### src/core/ifb_pkg.sv
package ifb_pkg;

  // ------------------------------------------------------------
  // Register indices in special-purpose data memory
  // ------------------------------------------------------------
  localparam logic [2:0] IDX_EDGE_SELECT = 3'h0;
  localparam logic [2:0] IDX_PRIMARY_CTRL_A = 3'h1;
  localparam logic [2:0] IDX_PRIMARY_CTRL_B = 3'h2;
  localparam logic [2:0] IDX_PRIMARY_CTRL_C = 3'h3;
  localparam logic [2:0] IDX_MULTIFUNC_CTRL_A = 3'h4;
  localparam logic [2:0] IDX_MULTIFUNC_CTRL_B = 3'h5;
  localparam logic [2:0] IDX_MULTIFUNC_CTRL_C = 3'h6;
  localparam int NUM_REGS = 7;

  // ------------------------------------------------------------
  // Implemented bits and reset value
  // ------------------------------------------------------------
  localparam logic [7:0] MASK_FULL = 8'hff;
  localparam logic [7:0] MASK_CTRL_A = 8'h7f;
  localparam logic [7:0] MASK_MULTIFUNC = 8'h33;
  localparam logic [7:0] REG_RESET = 8'h00;

  // ------------------------------------------------------------
  // Field positions
  // ------------------------------------------------------------
  localparam int POS_PIN_ZERO_EDGE_SEL = 0;
  localparam int POS_PIN_ONE_EDGE_SEL = 2;
  localparam int POS_CAN_LINE_EDGE_SEL = 4;
  localparam int POS_GLOBAL_IRQ_ENABLE = 0;
  localparam int POS_PIN_ZERO_REQ_FLAG = 4;
  localparam int POS_PIN_ONE_REQ_FLAG = 5;
  localparam int POS_ADC_REQ_FLAG = 6;
  localparam int POS_EEPROM_REQ_FLAG = 5;
  localparam int POS_TIMEBASE_ZERO_REQ_FLAG = 6;
  localparam int POS_TIMEBASE_ONE_REQ_FLAG = 7;
  localparam int POS_GROUP_REQ_FLAG = 4;
  localparam int POS_CAN_LINE_REQ_FLAG = 7;
  localparam int POS_CMPP_EN = 0;
  localparam int POS_CMPA_EN = 1;
  localparam int POS_CMPP_FLAG = 4;
  localparam int POS_CMPA_FLAG = 5;

  // Edge selector codes
  localparam logic [1:0] EDGE_OFF = 2'h0;
  localparam logic [1:0] EDGE_RISE = 2'h1;
  localparam logic [1:0] EDGE_FALL = 2'h2;
  localparam logic [1:0] EDGE_BOTH = 2'h3;

  // ------------------------------------------------------------
  // Sources in priority order, index 0 highest
  // ------------------------------------------------------------
  localparam int NUM_SRC = 10;
  localparam logic [2:0] SRC_REG [NUM_SRC] = '{
    3'h1, 3'h1, 3'h3, 3'h3, 3'h3, 3'h3, 3'h1, 3'h2, 3'h2, 3'h2};
  localparam logic [2:0] SRC_FLAG [NUM_SRC] = '{
    3'h4, 3'h5, 3'h7, 3'h4, 3'h5, 3'h6, 3'h6, 3'h6, 3'h7, 3'h5};
  localparam logic [2:0] SRC_EN [NUM_SRC] = '{
    3'h1, 3'h2, 3'h3, 3'h0, 3'h1, 3'h2, 3'h3, 3'h2, 3'h3, 3'h1};
  // Sources whose flag hardware clears on service (pins, CAN line, groups)
  localparam logic [NUM_SRC-1:0] SRC_AUTOCLR = 10'h03f;

  // ------------------------------------------------------------
  // Carriers
  // ------------------------------------------------------------
  typedef struct packed {
    logic pinZero;
    logic pinOne;
    logic canIrqOutput;
    logic adcDone;
    logic eepromDone;
    logic timebaseZero;
    logic timebaseOne;
    logic [2:0] cmpaMatch;
    logic [2:0] cmppMatch;
  } ifb_event_t;

  typedef struct packed {
    logic take;
    logic [3:0] vector;
  } ifb_take_t;

  typedef struct packed {
    logic [NUM_REGS-1:0][7:0] regs;
    logic [2:0] prevLevel;
    ifb_take_t service;
    logic [7:0] readData;
  } ifb_state_t;

endpackage : ifb_pkg

### src/core/ifb_interrupt_flag_enable_bank.sv
// Functional notes
// - Pin-one edge bits 3:2 decode off, rising, falling, both.
// - Pin-zero edge bits 1:0 use the same four-way decode.
// - Third interrupt line is fed by the CAN interrupt output, not a pin.
// - Unimplemented bits of control a and multifunction registers read zero.
// - Control a bit 0 is global enable; zero blocks every source.
// - Control a holds adc, pin-one, pin-zero flags 6:4 and enables 3:1.
// - Control b holds time-base one, zero, eeprom flags 7:5, enables 3:1.
// - Control c holds CAN flag 7, group flags 6:4, CAN enable 3, groups 2:0.
// - Multifunction a holds compact timer A/P flags 5:4, enables 1:0.
// - Multifunction b and c repeat that layout for standard timers.
// - Each source has RW flag and enable; events set flags regardless of enable.
// - Service only when flag, own enable and global enable are all set.
// - Service entry clears the global enable; later events still latch.
// - Service of pin or CAN-line source clears its flag automatically.
// - CAN line detects the edge chosen by edge bits 5:4, whatever the output polarity.
`timescale 1ns/1ps
module ifb_interrupt_flag_enable_bank
  import ifb_pkg::*;
(
  input wire logic clk,
  input wire logic resetn,
  input wire logic [2:0] sfrSel,
  input wire logic sfrWr,
  input wire logic [7:0] sfrWdata,
  input wire ifb_event_t events,
  input wire logic stackFull,
  output logic [7:0] sfrRdata,
  output logic irqTake,
  output logic [3:0] irqVector,
  output logic canLineLevel
);

  ifb_state_t s_q;
  ifb_state_t s_d;

  // ------------------------------------------------------------
  // Helpers
  // ------------------------------------------------------------
  // Both edges compare the previous sample with the current one, so a pin is read once per clock
  function automatic logic edgeHit(input logic [1:0] sel, input logic prev, input logic cur);
    logic rise;
    logic fall;
    rise = !prev && cur;
    fall = prev && !cur;
    case (sel)
      EDGE_RISE: edgeHit = rise;
      EDGE_FALL: edgeHit = fall;
      EDGE_BOTH: edgeHit = rise || fall;
      default: edgeHit = 1'b0;
    endcase
  endfunction : edgeHit

  // Only implemented bits of control a and multifunction are stored; edge and control b store all eight
  function automatic logic [7:0] wrMask(input logic [2:0] idx);
    case (idx)
      IDX_PRIMARY_CTRL_A: wrMask = MASK_CTRL_A;
      IDX_MULTIFUNC_CTRL_A, IDX_MULTIFUNC_CTRL_B, IDX_MULTIFUNC_CTRL_C: wrMask = MASK_MULTIFUNC;
      default: wrMask = MASK_FULL;
    endcase
  endfunction : wrMask

  // Index 7 is unmapped: writes are dropped and reads return zero
  function automatic logic isMapped(input logic [2:0] idx);
    isMapped = int'(idx) < NUM_REGS;
  endfunction : isMapped

  // Multifunction registers sit at consecutive indices
  function automatic int groupReg(input int g);
    groupReg = int'(IDX_MULTIFUNC_CTRL_A) + g;
  endfunction : groupReg

  // Request of one source: its flag and its own enable, global enable aside
  function automatic logic srcRequest(input logic [NUM_REGS-1:0][7:0] regs, input int i);
    srcRequest = regs[SRC_REG[i]][SRC_FLAG[i]] && regs[SRC_REG[i]][SRC_EN[i]];
  endfunction : srcRequest

  // ------------------------------------------------------------
  // Next state
  // ------------------------------------------------------------
  // Scratch values of the combinational pass
  logic [NUM_SRC-1:0] pending;
  logic found;
  logic [3:0] winner;
  logic [2:0] curLevel;
  logic [7:0] mfr;
  logic grpHit;

  always_comb begin
    s_d = s_q;
    found = 1'b0;
    winner = 4'h0;
    mfr = 8'h00;
    grpHit = 1'b0;
    curLevel = {events.canIrqOutput, events.pinOne, events.pinZero};
    s_d.prevLevel = curLevel;
    s_d.service.take = 1'b0;

    // --------------------------------------------------------
    // Arbitration
    // --------------------------------------------------------
    // Arbitration uses registered flags; index 0 is highest priority
    for (int i = 0; i < NUM_SRC; i++) begin
      pending[i] = srcRequest(s_q.regs, i);
    end
    for (int i = NUM_SRC - 1; i >= 0; i--) begin
      if (pending[i]) begin
        found = 1'b1;
        winner = 4'(i);
      end
    end

    // --------------------------------------------------------
    // Register writes
    // --------------------------------------------------------
    // Software write first
    // Masked bits are dropped here so they always read back as zero
    if (sfrWr && isMapped(sfrSel)) begin
      s_d.regs[sfrSel] = sfrWdata & wrMask(sfrSel);
    end

    // --------------------------------------------------------
    // Service entry
    // --------------------------------------------------------
    // Service entry overrides a same-cycle software write of the enable
    // A full stack holds the request off; the flag stays recorded meanwhile
    if (found && s_q.regs[IDX_PRIMARY_CTRL_A][POS_GLOBAL_IRQ_ENABLE] && !stackFull) begin
      s_d.service.take = 1'b1;
      s_d.service.vector = winner;
      s_d.regs[IDX_PRIMARY_CTRL_A][POS_GLOBAL_IRQ_ENABLE] = 1'b0;
      if (SRC_AUTOCLR[winner]) begin
        s_d.regs[SRC_REG[winner]][SRC_FLAG[winner]] = 1'b0;
      end
    end

    // --------------------------------------------------------
    // Event capture
    // --------------------------------------------------------
    // Events last, so a set wins over any clear in the same cycle
    if (edgeHit(s_q.regs[IDX_EDGE_SELECT][POS_PIN_ZERO_EDGE_SEL +: 2], s_q.prevLevel[0], curLevel[0])) begin
      s_d.regs[IDX_PRIMARY_CTRL_A][POS_PIN_ZERO_REQ_FLAG] = 1'b1;
    end
    if (edgeHit(s_q.regs[IDX_EDGE_SELECT][POS_PIN_ONE_EDGE_SEL +: 2], s_q.prevLevel[1], curLevel[1])) begin
      s_d.regs[IDX_PRIMARY_CTRL_A][POS_PIN_ONE_REQ_FLAG] = 1'b1;
    end
    if (edgeHit(s_q.regs[IDX_EDGE_SELECT][POS_CAN_LINE_EDGE_SEL +: 2], s_q.prevLevel[2], curLevel[2])) begin
      s_d.regs[IDX_PRIMARY_CTRL_C][POS_CAN_LINE_REQ_FLAG] = 1'b1;
    end
    if (events.adcDone) begin
      s_d.regs[IDX_PRIMARY_CTRL_A][POS_ADC_REQ_FLAG] = 1'b1;
    end
    if (events.eepromDone) begin
      s_d.regs[IDX_PRIMARY_CTRL_B][POS_EEPROM_REQ_FLAG] = 1'b1;
    end
    if (events.timebaseZero) begin
      s_d.regs[IDX_PRIMARY_CTRL_B][POS_TIMEBASE_ZERO_REQ_FLAG] = 1'b1;
    end
    if (events.timebaseOne) begin
      s_d.regs[IDX_PRIMARY_CTRL_B][POS_TIMEBASE_ONE_REQ_FLAG] = 1'b1;
    end

    // --------------------------------------------------------
    // Compare groups
    // --------------------------------------------------------
    // Compare flags are never cleared here; the group flag carries the service
    // A pulse with its enable low sets only the compare flag
    for (int g = 0; g < 3; g++) begin
      mfr = s_d.regs[groupReg(g)];
      grpHit = 1'b0;
      if (events.cmppMatch[g]) begin
        mfr[POS_CMPP_FLAG] = 1'b1;
        grpHit = grpHit || mfr[POS_CMPP_EN];
      end
      if (events.cmpaMatch[g]) begin
        mfr[POS_CMPA_FLAG] = 1'b1;
        grpHit = grpHit || mfr[POS_CMPA_EN];
      end
      s_d.regs[groupReg(g)] = mfr;
      if (grpHit) begin
        s_d.regs[IDX_PRIMARY_CTRL_C][POS_GROUP_REQ_FLAG + g] = 1'b1;
      end
    end

    // --------------------------------------------------------
    // Read path
    // --------------------------------------------------------
    // Read data reflects the stored value one cycle after selection
    s_d.readData = isMapped(sfrSel) ? s_q.regs[sfrSel] : 8'h00;
  end

  // ------------------------------------------------------------
  // State register
  // ------------------------------------------------------------
  always_ff @(posedge clk) begin
    if (!resetn) begin
      // Clears every flag and enable, so nothing is pending after reset
      for (int r = 0; r < NUM_REGS; r++) begin
        s_q.regs[r] <= REG_RESET;
      end
      // Level history starts low: a line already high at release reads as a rising edge
      s_q.prevLevel <= 3'h0;
      s_q.service.take <= 1'b0;
      s_q.service.vector <= 4'h0;
      s_q.readData <= 8'h00;
    end else begin
      s_q <= s_d;
    end
  end

  // ------------------------------------------------------------
  // Outputs
  // ------------------------------------------------------------
  // Every output is a plain copy of a state flip-flop
  assign sfrRdata = s_q.readData;
  assign irqTake = s_q.service.take;
  assign irqVector = s_q.service.vector;
  assign canLineLevel = s_q.prevLevel[2];

endmodule : ifb_interrupt_flag_enable_bank

### config.mk
export PLATFORM = sky130hd
export DESIGN_NAME = ifb_interrupt_flag_enable_bank
export DESIGN_NICKNAME = d
export VERILOG_FILES = /design/src/core/ifb_pkg.sv /design/src/core/ifb_interrupt_flag_enable_bank.sv
export SDC_FILE = /design/constraint.sdc
export NUM_CORES = 1
export LEC_CHECK = 0
export BUFFER_PORTS_ARGS = -buffer_cell sky130_fd_sc_hd__buf_2
export CORE_UTILIZATION = 55
export DETAILED_ROUTE_END_ITERATION = 8
export PLACE_DENSITY = 0.85
export SKIP_CTS_REPAIR_TIMING = 1
export SYNTH_ARGS = -nofsm -noshare
export SYNTH_HDL_FRONTEND = slang
export SYNTH_SLANG_ARGS = --single-unit
### constraint.sdc
create_clock -name clk -period 5.9 [get_ports clk]
set_clock_uncertainty 0.15 [all_clocks]
set_input_delay 0.885 -clock clk [delete_from_list [all_inputs] [get_ports clk]]
set_output_delay 0.885 -clock clk [all_outputs]
set_load 0.005 [all_outputs]
### Word-level counts from Yosys, hierarchy flattened

Memories as Yosys holds them, arrays and structs flattened.
Cells that the tools add are included.
W data, S select, Z words.

| operators by class | value |
|---|---|
| order comparisons | 9 |
| equality and inequality tests | 13 |
| mux-type cells | 65 |
| bitwise gates (word level) | 4 |
| reductions and logical operators | 38 |

Operator list:

| cell | number |
|---|---|
| $mux W56 | 3 |
| $and A56 B56 Y56 | 1 |
| $bwmux W56 | 1 |
| $not A56 Y56 | 1 |
| $demux W8 S3 | 2 |
| $mux W4 | 10 |
| $mux W1 | 34 |
| $mux W8 | 4 |
| $bmux W8 S3 | 1 |
| $logic_and A1 B1 Y1 | 22 |
| $pmux W8 S2 | 1 |
| $eq A2 B2 Y1 const B | 6 |
| $lt A3 B4 Y1 const B | 3 |
| $mux W3 | 4 |
| $eq A3 B3 Y1 const B | 3 |
| $ge A3 B1 Y1 const B | 3 |
| $pmux W1 S3 | 3 |
| $and A8 B8 Y8 | 1 |
| $logic_not A1 Y1 | 7 |
| $eq A2 B1 Y1 const B | 3 |
| $logic_or A1 B1 Y1 | 6 |
| $ge A5 B5 Y1 const B | 1 |
| $lt A4 B5 Y1 const B | 1 |
| $mux W5 | 1 |
| 7 further kinds | 7 |

| word-level totals | value |
|---|---|
| register bits after elaboration | 72 |
| bits in read-only memories | 112 |
| input port bits | 28 |
| output and inout port bits | 14 |
| memories kept | 3 |

Memories:

| name | depth | bits a word | read ports | clocked after Yosys merged registers in | write ports | RTL line | source |
|---|---|---|---|---|---|---|---|
| (name not given) | 16 | 3 | 1 | 0 | 0 | ifb_interrupt_flag_enable_bank.sv:132 | `s_d.regs[SRC_REG[winner]][SRC_FLAG[winner]] = 1'b0;` |
| (name not given) | 16 | 3 | 1 | 0 | 0 | ifb_interrupt_flag_enable_bank.sv:132 |  |
| (name not given) | 16 | 1 | 1 | 0 | 0 | ifb_interrupt_flag_enable_bank.sv:131 | `if (SRC_AUTOCLR[winner]) begin` |

### Logic depth before layout (Yosys ltp)

Gate-level depths: netlist of run 1.

| logic depth | value |
|---|---|
| word-level depth | 29 |
| depth in mapped cells | 11 |

### Worst setup path before layout of run 1

Ideal clock, no wire load.

| timing | value |
|---|---|
| kind | register to register |
| start point | register s_q[35] (netlist name) |
| end point | register s_q[45] (netlist name) |
| arrival time | 2242 ps |
| required time | 5618 ps |
| slack | 3375 ps |
| cell stages (with the launch flop) | 12 |
| path buffers | 0 |
| cells stage by stage | dfxtp_1 -> and2_1 -> o211ai_1 -> a222oi_1 -> or2_2 -> inv_1 -> ha_1 -> nor2_1 -> o21ai_0 -> or2_2 -> nor2_1 -> a21oi_1 |

| on the way | value |
|---|---|
| word-level cells in the longest chain between the ends | 28 |
| elaborated cells on any way between the ends | 48 |
| those cells by class | order compare: 4; mux: 32; bitwise: 3; reduce/logical: 6; memory: 3 |

Ends and longest elaborated chain:

| element | RTL line | source |
|---|---|---|
| start, declared | ifb_interrupt_flag_enable_bank.sv:34 | `ifb_state_t s_q;` |
| $logic_and A1 B1 Y1 * | ifb_interrupt_flag_enable_bank.sv:75 | `srcRequest = regs[SRC_REG[i]][SRC_FLAG[i]] && regs[SRC_REG[i]][SRC_EN[i]];` |
| $mux W4 * (9 in series) | ifb_interrupt_flag_enable_bank.sv:107 | `if (pending[i]) begin` |
| named net winner[0] | ifb_interrupt_flag_enable_bank.sv:84 | `logic [3:0] winner;` |
| $not A4 Y5 (implied by the code) | ifb_interrupt_flag_enable_bank.sv:132 |  |
| $mem_v2 Z16 W3 | n/a |  |
| $mux W3 (implied by the code) (2 in series) | ifb_interrupt_flag_enable_bank.sv:132 |  |
| $lt A3 B4 Y1 (implied by the code) or $ge A3 B1 Y1 (tied branches) | ifb_interrupt_flag_enable_bank.sv:132 |  |
| $logic_and A1 B1 Y1 (implied by the code) | ifb_interrupt_flag_enable_bank.sv:132 |  |
| [4 not listed] | n/a |  |
| $not A56 Y56 (no line) | n/a |  |
| $and A56 B56 Y56 (no line) | n/a |  |
| $mux W56 * | ifb_interrupt_flag_enable_bank.sv:131 |  |
| $mux W56 * | ifb_interrupt_flag_enable_bank.sv:127 | `if (found && s_q.regs[IDX_PRIMARY_CTRL_A][POS_GLOBAL_IRQ_ENABLE] && !stackFull) begin` |
| $mux W1 | ifb_interrupt_flag_enable_bank.sv:170 | `if (events.cmppMatch[g]) begin` |
| $logic_or A1 B1 Y1 | ifb_interrupt_flag_enable_bank.sv:176 | `grpHit = grpHit \|\| mfr[POS_CMPA_EN];` |
| $mux W1 | ifb_interrupt_flag_enable_bank.sv:174 | `if (events.cmpaMatch[g]) begin` |
| $mux W1 * | ifb_interrupt_flag_enable_bank.sv:179 | `if (grpHit) begin` |

Mark *: on every way through the listed nets, which the timed path passes. The rest lies on a longest branch. The select of a mux whose other input is x is not followed.
A chain may end at the register's enable or synchronous reset.

### Worst setup path after layout of run 1

| timing | value |
|---|---|
| start point | register s_q[35] (netlist name) |
| end point | register s_q[44] (netlist name) |

The elaborated chain is that of the path after synthesis.

==> results of run 1 <==
==> cells in the mapped netlist, drive strengths merged (2+ instances only) <==
master and number:
a211oi 6, mux4 8, nor3b 2, a21boi 3
ha 9, buf 19, nand2 19, mux2 11
nor2b 6, a21oi 30, mux2i 52, o21ai 25
and3 13, nand3 4, dfxtp 72, o22ai 3
inv 20, and2 2, or3 2, a22o 5
nor3 5, or2 3, clkbuf 8, nor2 47
o211ai 4, a22oi 4
==> worst reg2reg max path: stages (launching register included) <==
cell and delay (ns):
dfxtp_1 0.40, and2_1 0.15, o211ai_1 0.11, a222oi_1 0.65, or2_2 0.28, inv_1 0.05
ha_1 0.20, nor2_1 0.09, o21ai_0 0.21, or2_2 0.41, nor2_1 0.13, a21oi_1 0.08
==> final cells by class <==
class / count / area (um^2) / share of cell area, %
Multi-Input combinational cell: 270 / 1990 / 49.4
Inverter: 20 / 75.1 / 1.87
Timing Repair Buffer: 43 / 220 / 5.48
Sequential cell: 72 / 1440 / 35.9
Tap cell: 77 / 96.3 / 2.40
Clock inverter: 2 / 37.5 / 0.934
Clock buffer: 14 / 163 / 4.05
==> power by group <==
group	total (mW)	leakage (nW)	internal [mW]	switching, mW
logic	0.0953	1.18	0.0401	0.0553
registers	0.513	0.586	0.499	0.0132
clock network	0.392	0.0969	0.219	0.173
total	0.999	1.86	0.758	0.241
==> routing by layer <==
layer / up-vias / GRT usage, % / share of wire, %
li1: 1428 / - / -
met1: 1432 / 34.9 / 42
met2: 138 / 45.2 / 47
met3: 27 / 4.65 / 7.0
met4: 0 / 14.9 / 3.9
met5: - / 0 / 0
==> worst max path at each step <==
stage,start,to,slack (ns),cells past startpoint
after floorplan,s_q[35],s_q[45],3.38,11
after global placement,sfrSel[1],s_q[39],2.80,6
after detailed placement,sfrSel[1],s_q[38],2.67,6
after CTS,s_q[35],s_q[44],2.90,11
after global routing,s_q[35],s_q[45],2.64,11
final,s_q[35],s_q[44],2.85,11
==> through the flow <==
stage               utilization (%)  total power, mW  std cells  hold WS, ns
finish                         62.9            0.999        498        0.308
global route                   62.9             1.04        498        0.331
CTS                            62.9             1.00        498        0.311
detailed placement             59.8            0.617        482        0.301
global placement               59.8            0.612        482        0.289
floorplan                         -            0.584        389        0.266
==> sequential cells by signal, indices dropped and copies added, names as in the netlist <==
signal and cells:
irqTake 1, irqVector 4, s_q 58, sfrRdata 8
canLineLevel 1
==> layout by cell type (no fill, tap or decap), types with 2 or more instances in the layout <==
master,count
a211oi_1,4
a211oi_2,2
a21oi_1,30
a22o_1,5
a22oi_1,4
and2_1,2
and3_1,13
buf_2,41
buf_4,2
clkbuf_1,3
clkbuf_8,11
dfxtp_1,72
ha_1,9
inv_1,20
mux2_2,11
mux2i_1,52
mux4_1,2
mux4_2,6
nand2_1,19
nand3_1,4
nor2_1,47
nor2b_1,6
nor3_1,4
nor3b_1,2
o211ai_1,4
o21ai_0,21
o21ai_1,2
o21ai_2,2
o22ai_1,3
or2_2,3
or3_1,2
==> kinds of logic after synthesis <==
group                      Yosys count  synth area share (%)
adders and majority gates            9                  3.08
DFF                                 72                  39.4
buffers and inverters               47                  6.26
muxes                               71                  22.8
AOI/OAI and AO/OA                   86                  15.3
and+or+nand+nor                    104                  13.2
==> metrics.md, run 1 <==
| Metric | Value |
|---|---|
| Area leader, netlist | `dfxtp_1` |
| Setup TNS | `0 ns` |
| I/O Buffers | `41` |
| Syn avg cell area | `9.40 um^2` |
| Htree depth | `3` |
| Critical Path RT | `5.98 ns` |
| TritonCTS clock tree | `yes` |
| Crit Path Max Fanout | `6` |
| Clk_lat worst skew | `0.35 ns` |
| Worst setup slack after placement | `2.67 ns` |
| Post-DP HPWL | `6.54 mm` |
| Starting Density | `57.2%` |
| Post-synth cell types | `42` |
| Mapped Cells | `389` |
| Via Count | `3025` |
| Slew margin rel. | `40.4%` |
| Cells along the critical path | `and2_1 > o211ai_1 > a222oi_1 > or2_2 > inv_1 > ha_1 > nor2_1 > o21ai_0 > or2_2 > nor2_1 > a21oi_1` |
| RSZ-0062 raised after global routing | `no` |
| Peak supply drop | `0.161 mV` |
| DRC errors left | `0` |
| Clock buffer count from CTS | `9` |
| DR WL/cell | `18.3 um` |
| Hold crit path type | `register to register` |
| Initial DRC count | `190` |
| Core ar. | `0.00639 mm^2` |
| Most used DFF post-synth | `dfxtp_1` |
| Startpoint types | `register` |
| Filler cell count | `550` |
| Initial antenna violation count | `0` |
| Vias in the first global route | `2900` |
| Cell Pwr Density | `249 mW/mm^2` |
| Top cells by area, synth | `dfxtp_1 39%, mux2i_1 14%, nor2_1 4.8%` |
| Diode count | `0` |
| Largest net degree at the start of global routing | `49` |
| Max Root-Sink Buffers | `2` |
| Synth top area share | `39.4%` |
| GRT Total Usage | `27.6%` |
| Drt first pass iters | `5` |
| Type of the worst setup path | `register to register` |
| Slowest CP cell | `a222oi_1` |
| Clock root cell | `clkbuf_8` |
| Hold depth | `2` |
| Max Freq | `328 MHz` |
| Hold path start | `irqVector[2]` |
| Die ar. | `0.00698 mm^2` |
| #FFs+latches synth | `72` |
| Tmin final | `3.05 ns` |
| CP Buf/Inv Count | `1` |
| Worst Hold End | `irqVector[2]` |
| Largest delay share family, worst path | `simple AND/OR/NAND/NOR gates` |
| Worst r2r dst | `s_q[44]` |
| Hold Vio Cnt, Final | `0` |
| WP data arrival | `3.13 ns` |
| Reg clk slew, reported paths | `0.07 ns` |
| Slew @ Worst Pin | `0.889 ns` |
| I/O pins | `42` |
| Die width | `83.5 um` |
| Die Y | `83.5 um` |
| Fin worst setup slack | `2.85 ns` |
| Post-route ant nets | `0` |
| Register area share after synthesis | `39.4%` |
| Reg-to-Reg Start | `s_q[35]` |
| Leakage | `1.86 nW` |
| Status | `finished clean` |
| Critical Path End Type | `register` |
| Global route overflow | `0` |
| Post-synth ARST share | `0%` |
| Synth warn | `0` |
| Routed vias/inst | `6.07` |
| DP Area | `0.00382 mm^2` |
| First-pass GRT wire length | `14.8 mm` |
| Cells on worst reg2reg path | `11` |
| Crit-path max cell delay | `0.65 ns` |
| Final #Nets | `453` |
| Area growth, synth to finish | `9.92%` |
| Flop2flop setup slack | `2.85 ns` |
| Max-slew violation count | `0` |
| EDFF count, synth | `0` |
| Synth Cell Area | `0.00366 mm^2` |
| Sink Count | `72` |
| Max-Cap Viols | `0` |
| Synth Net Count | `426` |
| Final worst path period share | `51.7%` |
| Core Rows | `29` |
| Final-report setup violation count | `0` |
| Design Area, Final | `0.00402 mm^2` |
| Post-Route WL | `9.13 mm` |
| Gpl congestion | `0.908` |
| Fraction of layout cells with a size suffix above 1 | `20.0%` |
Power figures use the tool's default switching activity.
==> run 2: changes to the inputs <==
CORE_UTILIZATION = 53   (was 55)
clock period = 2.8 ns   (was 5.9 ns; I/O delays follow)
==> run 2 against run 1 <==
Effect of this change: cell area is 3.0% higher; worst hold slack lost 0.14 ns; wire length increased by 3.2%; setup slack got worse by 2.7 ns; power grew 120%; cell count up 2.2%; sequential share of layout area is 1.0 points lower; sequential cell count did not move; clock power rose by 130%; die area grew 3.7%; largest power group unchanged.
==> metrics.md, run 2 (same netlist as run 1, synthesis figures left out) <==
| Metric | Value |
|---|---|
| WP data arrival | `2.68 ns` |
| Met3 Use GR | `3.79%` |
| Reg-to-Reg Start | `s_q[35]` |
| Internal power | `1.66 mW` |
| Flop2flop setup slack | `0.18 ns` |
| Vias in the first global route | `2963` |
| GRT Total Usage | `27.5%` |
| Critical Path RT | `2.86 ns` |
| Final #Nets | `464` |
| Net load switching power | `0.542 mW` |
| Setup TNS | `0 ns` |
| Comb pwr share | `9.6%` |
| Global route overflow | `0` |
| Post-Route WL | `9.42 mm` |
| Slew @ Worst Pin | `0.499 ns` |
| RSZ-0062 raised after global routing | `no` |
| Core Rows | `29` |
| Initial antenna violation count | `0` |
| Crit Path Max Fanout | `5` |
| First-pass GRT wire length | `15.1 mm` |
| Die ar. | `0.00723 mm^2` |
| FF/Latch Area | `0.00144 mm^2` |
| Grt met2 use | `43.7%` |
| Max-Cap Viols | `0` |
| Clk_lat worst skew | `0.35 ns` |
| Drt first pass iters | `6` |
| Reg with most FFs | `s_q` |
| Clock root cell | `clkbuf_8` |
| Cell Pwr Density | `533 mW/mm^2` |
| Critical Path End Type | `register` |
| Hold Vio Cnt, Final | `0` |
| Die width | `85.1 um` |
| Routed vias/inst | `6.10` |
| Slew margin rel. | `66.7%` |
| Area of the multi-input gates | `0.00199 mm^2` |
| DR WL/cell | `18.5 um` |
| Design Area, Final | `0.00414 mm^2` |
| Reg clk slew, reported paths | `0.08 ns` |
| Switching portion of total power | `24.6%` |
| Most frequent cells in the layout | `71 x dfxtp_1, 52 x mux2i_1, 47 x nor2_1, 41 x buf_2, 30 x a21oi_1` |
| Hold crit path type | `input port to register` |
| Worst Hold End | `canLineLevel` |
| Max Root-Sink Buffers | `2` |
| Clock power share | `41.5%` |
| Die Y | `85.1 um` |
| Final-report setup violation count | `0` |
| TritonCTS clock tree | `yes` |
| DRC errors left | `0` |
| Gpl congestion | `0.993` |
| Post-placement cell count | `493` |
| Largest register FFs | `58` |
| Largest net degree at the start of global routing | `37` |
| Final std cells w/o fill | `509` |
| Hold path start | `events[10]` |
| Max Freq | `382 MHz` |
| Sink Count | `72` |
| Worst setup slack after placement | `0.277 ns` |
| Cells on worst reg2reg path | `9` |
| Startpoint types | `register` |
| Reg power frac | `48.9%` |
| Diode count | `0` |
| Post-route ant nets | `0` |
| Fin worst setup slack | `0.183 ns` |
| Filler cell count | `541` |
| Core ar. | `0.00649 mm^2` |
| Met1 Usage GRT | `36.2%` |
| Starting Density | `56.3%` |
| Hold depth | `3` |
| Peak supply drop | `0.383 mV` |
| Type of the worst setup path | `register to register` |
| Leakage | `1.93 nW` |
| Via Count | `3106` |
| Fraction of layout cells with a size suffix above 1 | `22.9%` |
| I/O pins | `42` |
| Max-slew violation count | `0` |
| Clock buffer count from CTS | `9` |
| Status | `finished clean` |
| Busiest layer in global routing | `met2` |
| Htree depth | `3` |
| Leading cell type in the layout, fill and taps excluded | `dfxtp_1` |
| Worst r2r dst | `s_q[22]` |
| DP Area | `0.00391 mm^2` |
| Post-DP HPWL | `6.96 mm` |
| Final worst path period share | `93.5%` |
| Tmin final | `2.62 ns` |
| Area growth, synth to finish | `13.2%` |
| I/O Buffers | `41` |
| Initial DRC count | `321` |
run 2: metal layers:
metal | share of wire, % | wire length [um]
met3 | 6.9 | 652
met4 | 3.2 | 297
met5 | 0 | 0
met1 | 43 | 4060
met2 | 47 | 4410
run 2: metrics by stage:
stage	power, mW	utilization, %	hold slack (ns)
2_1_floorplan	1.23	-	0.266
3_3_place_gp	1.30	60.3	0.289
4_1_cts	2.21	63.6	0.174
5_1_grt	2.29	63.7	0.185
3_5_place_dp	1.31	60.3	0.294
6_report	2.21	63.7	0.173
run 2: worst max path at each step:
stage	from	end
after floorplan	s_q[35]	s_q[45]
after global placement	s_q[29]	s_q[47]
after detailed placement	s_q[26]	s_q[47]
after CTS	s_q[39]	s_q[47]
after global routing	s_q[35]	s_q[45]
final	s_q[35]	s_q[22]
run 2: critical path, stage by stage, from the launching register on:
cell and delay [ns]:
dfxtp_1 0.38, and2_1 0.14, o211ai_1 0.10, a222oi_1 0.44, or2_4 0.23, ha_1 0.15
o211ai_1 0.12, o211a_1 0.22, nor2_1 0.41, a211oi_1 0.15
run 2: cell type report:
type / instances / area share [%]
Inverter: 20 / 1.81
Multi-Input combinational cell: 270 / 48.1
Clock buffer: 10 / 3.32
Clock inverter: 6 / 1.99
Sequential cell: 72 / 34.8
Timing Repair Buffer: 54 / 7.62
Tap cell: 77 / 2.33
run 2: power by group through the flow:
stage	registers, mW	clock network [mW]	logic, mW
global route	1.08	0.974	0.232
floorplan	1.09	0	0.138
detailed placement	1.10	0	0.209
CTS	1.08	0.919	0.210
global placement	1.10	0	0.203
finish	1.08	0.915	0.213
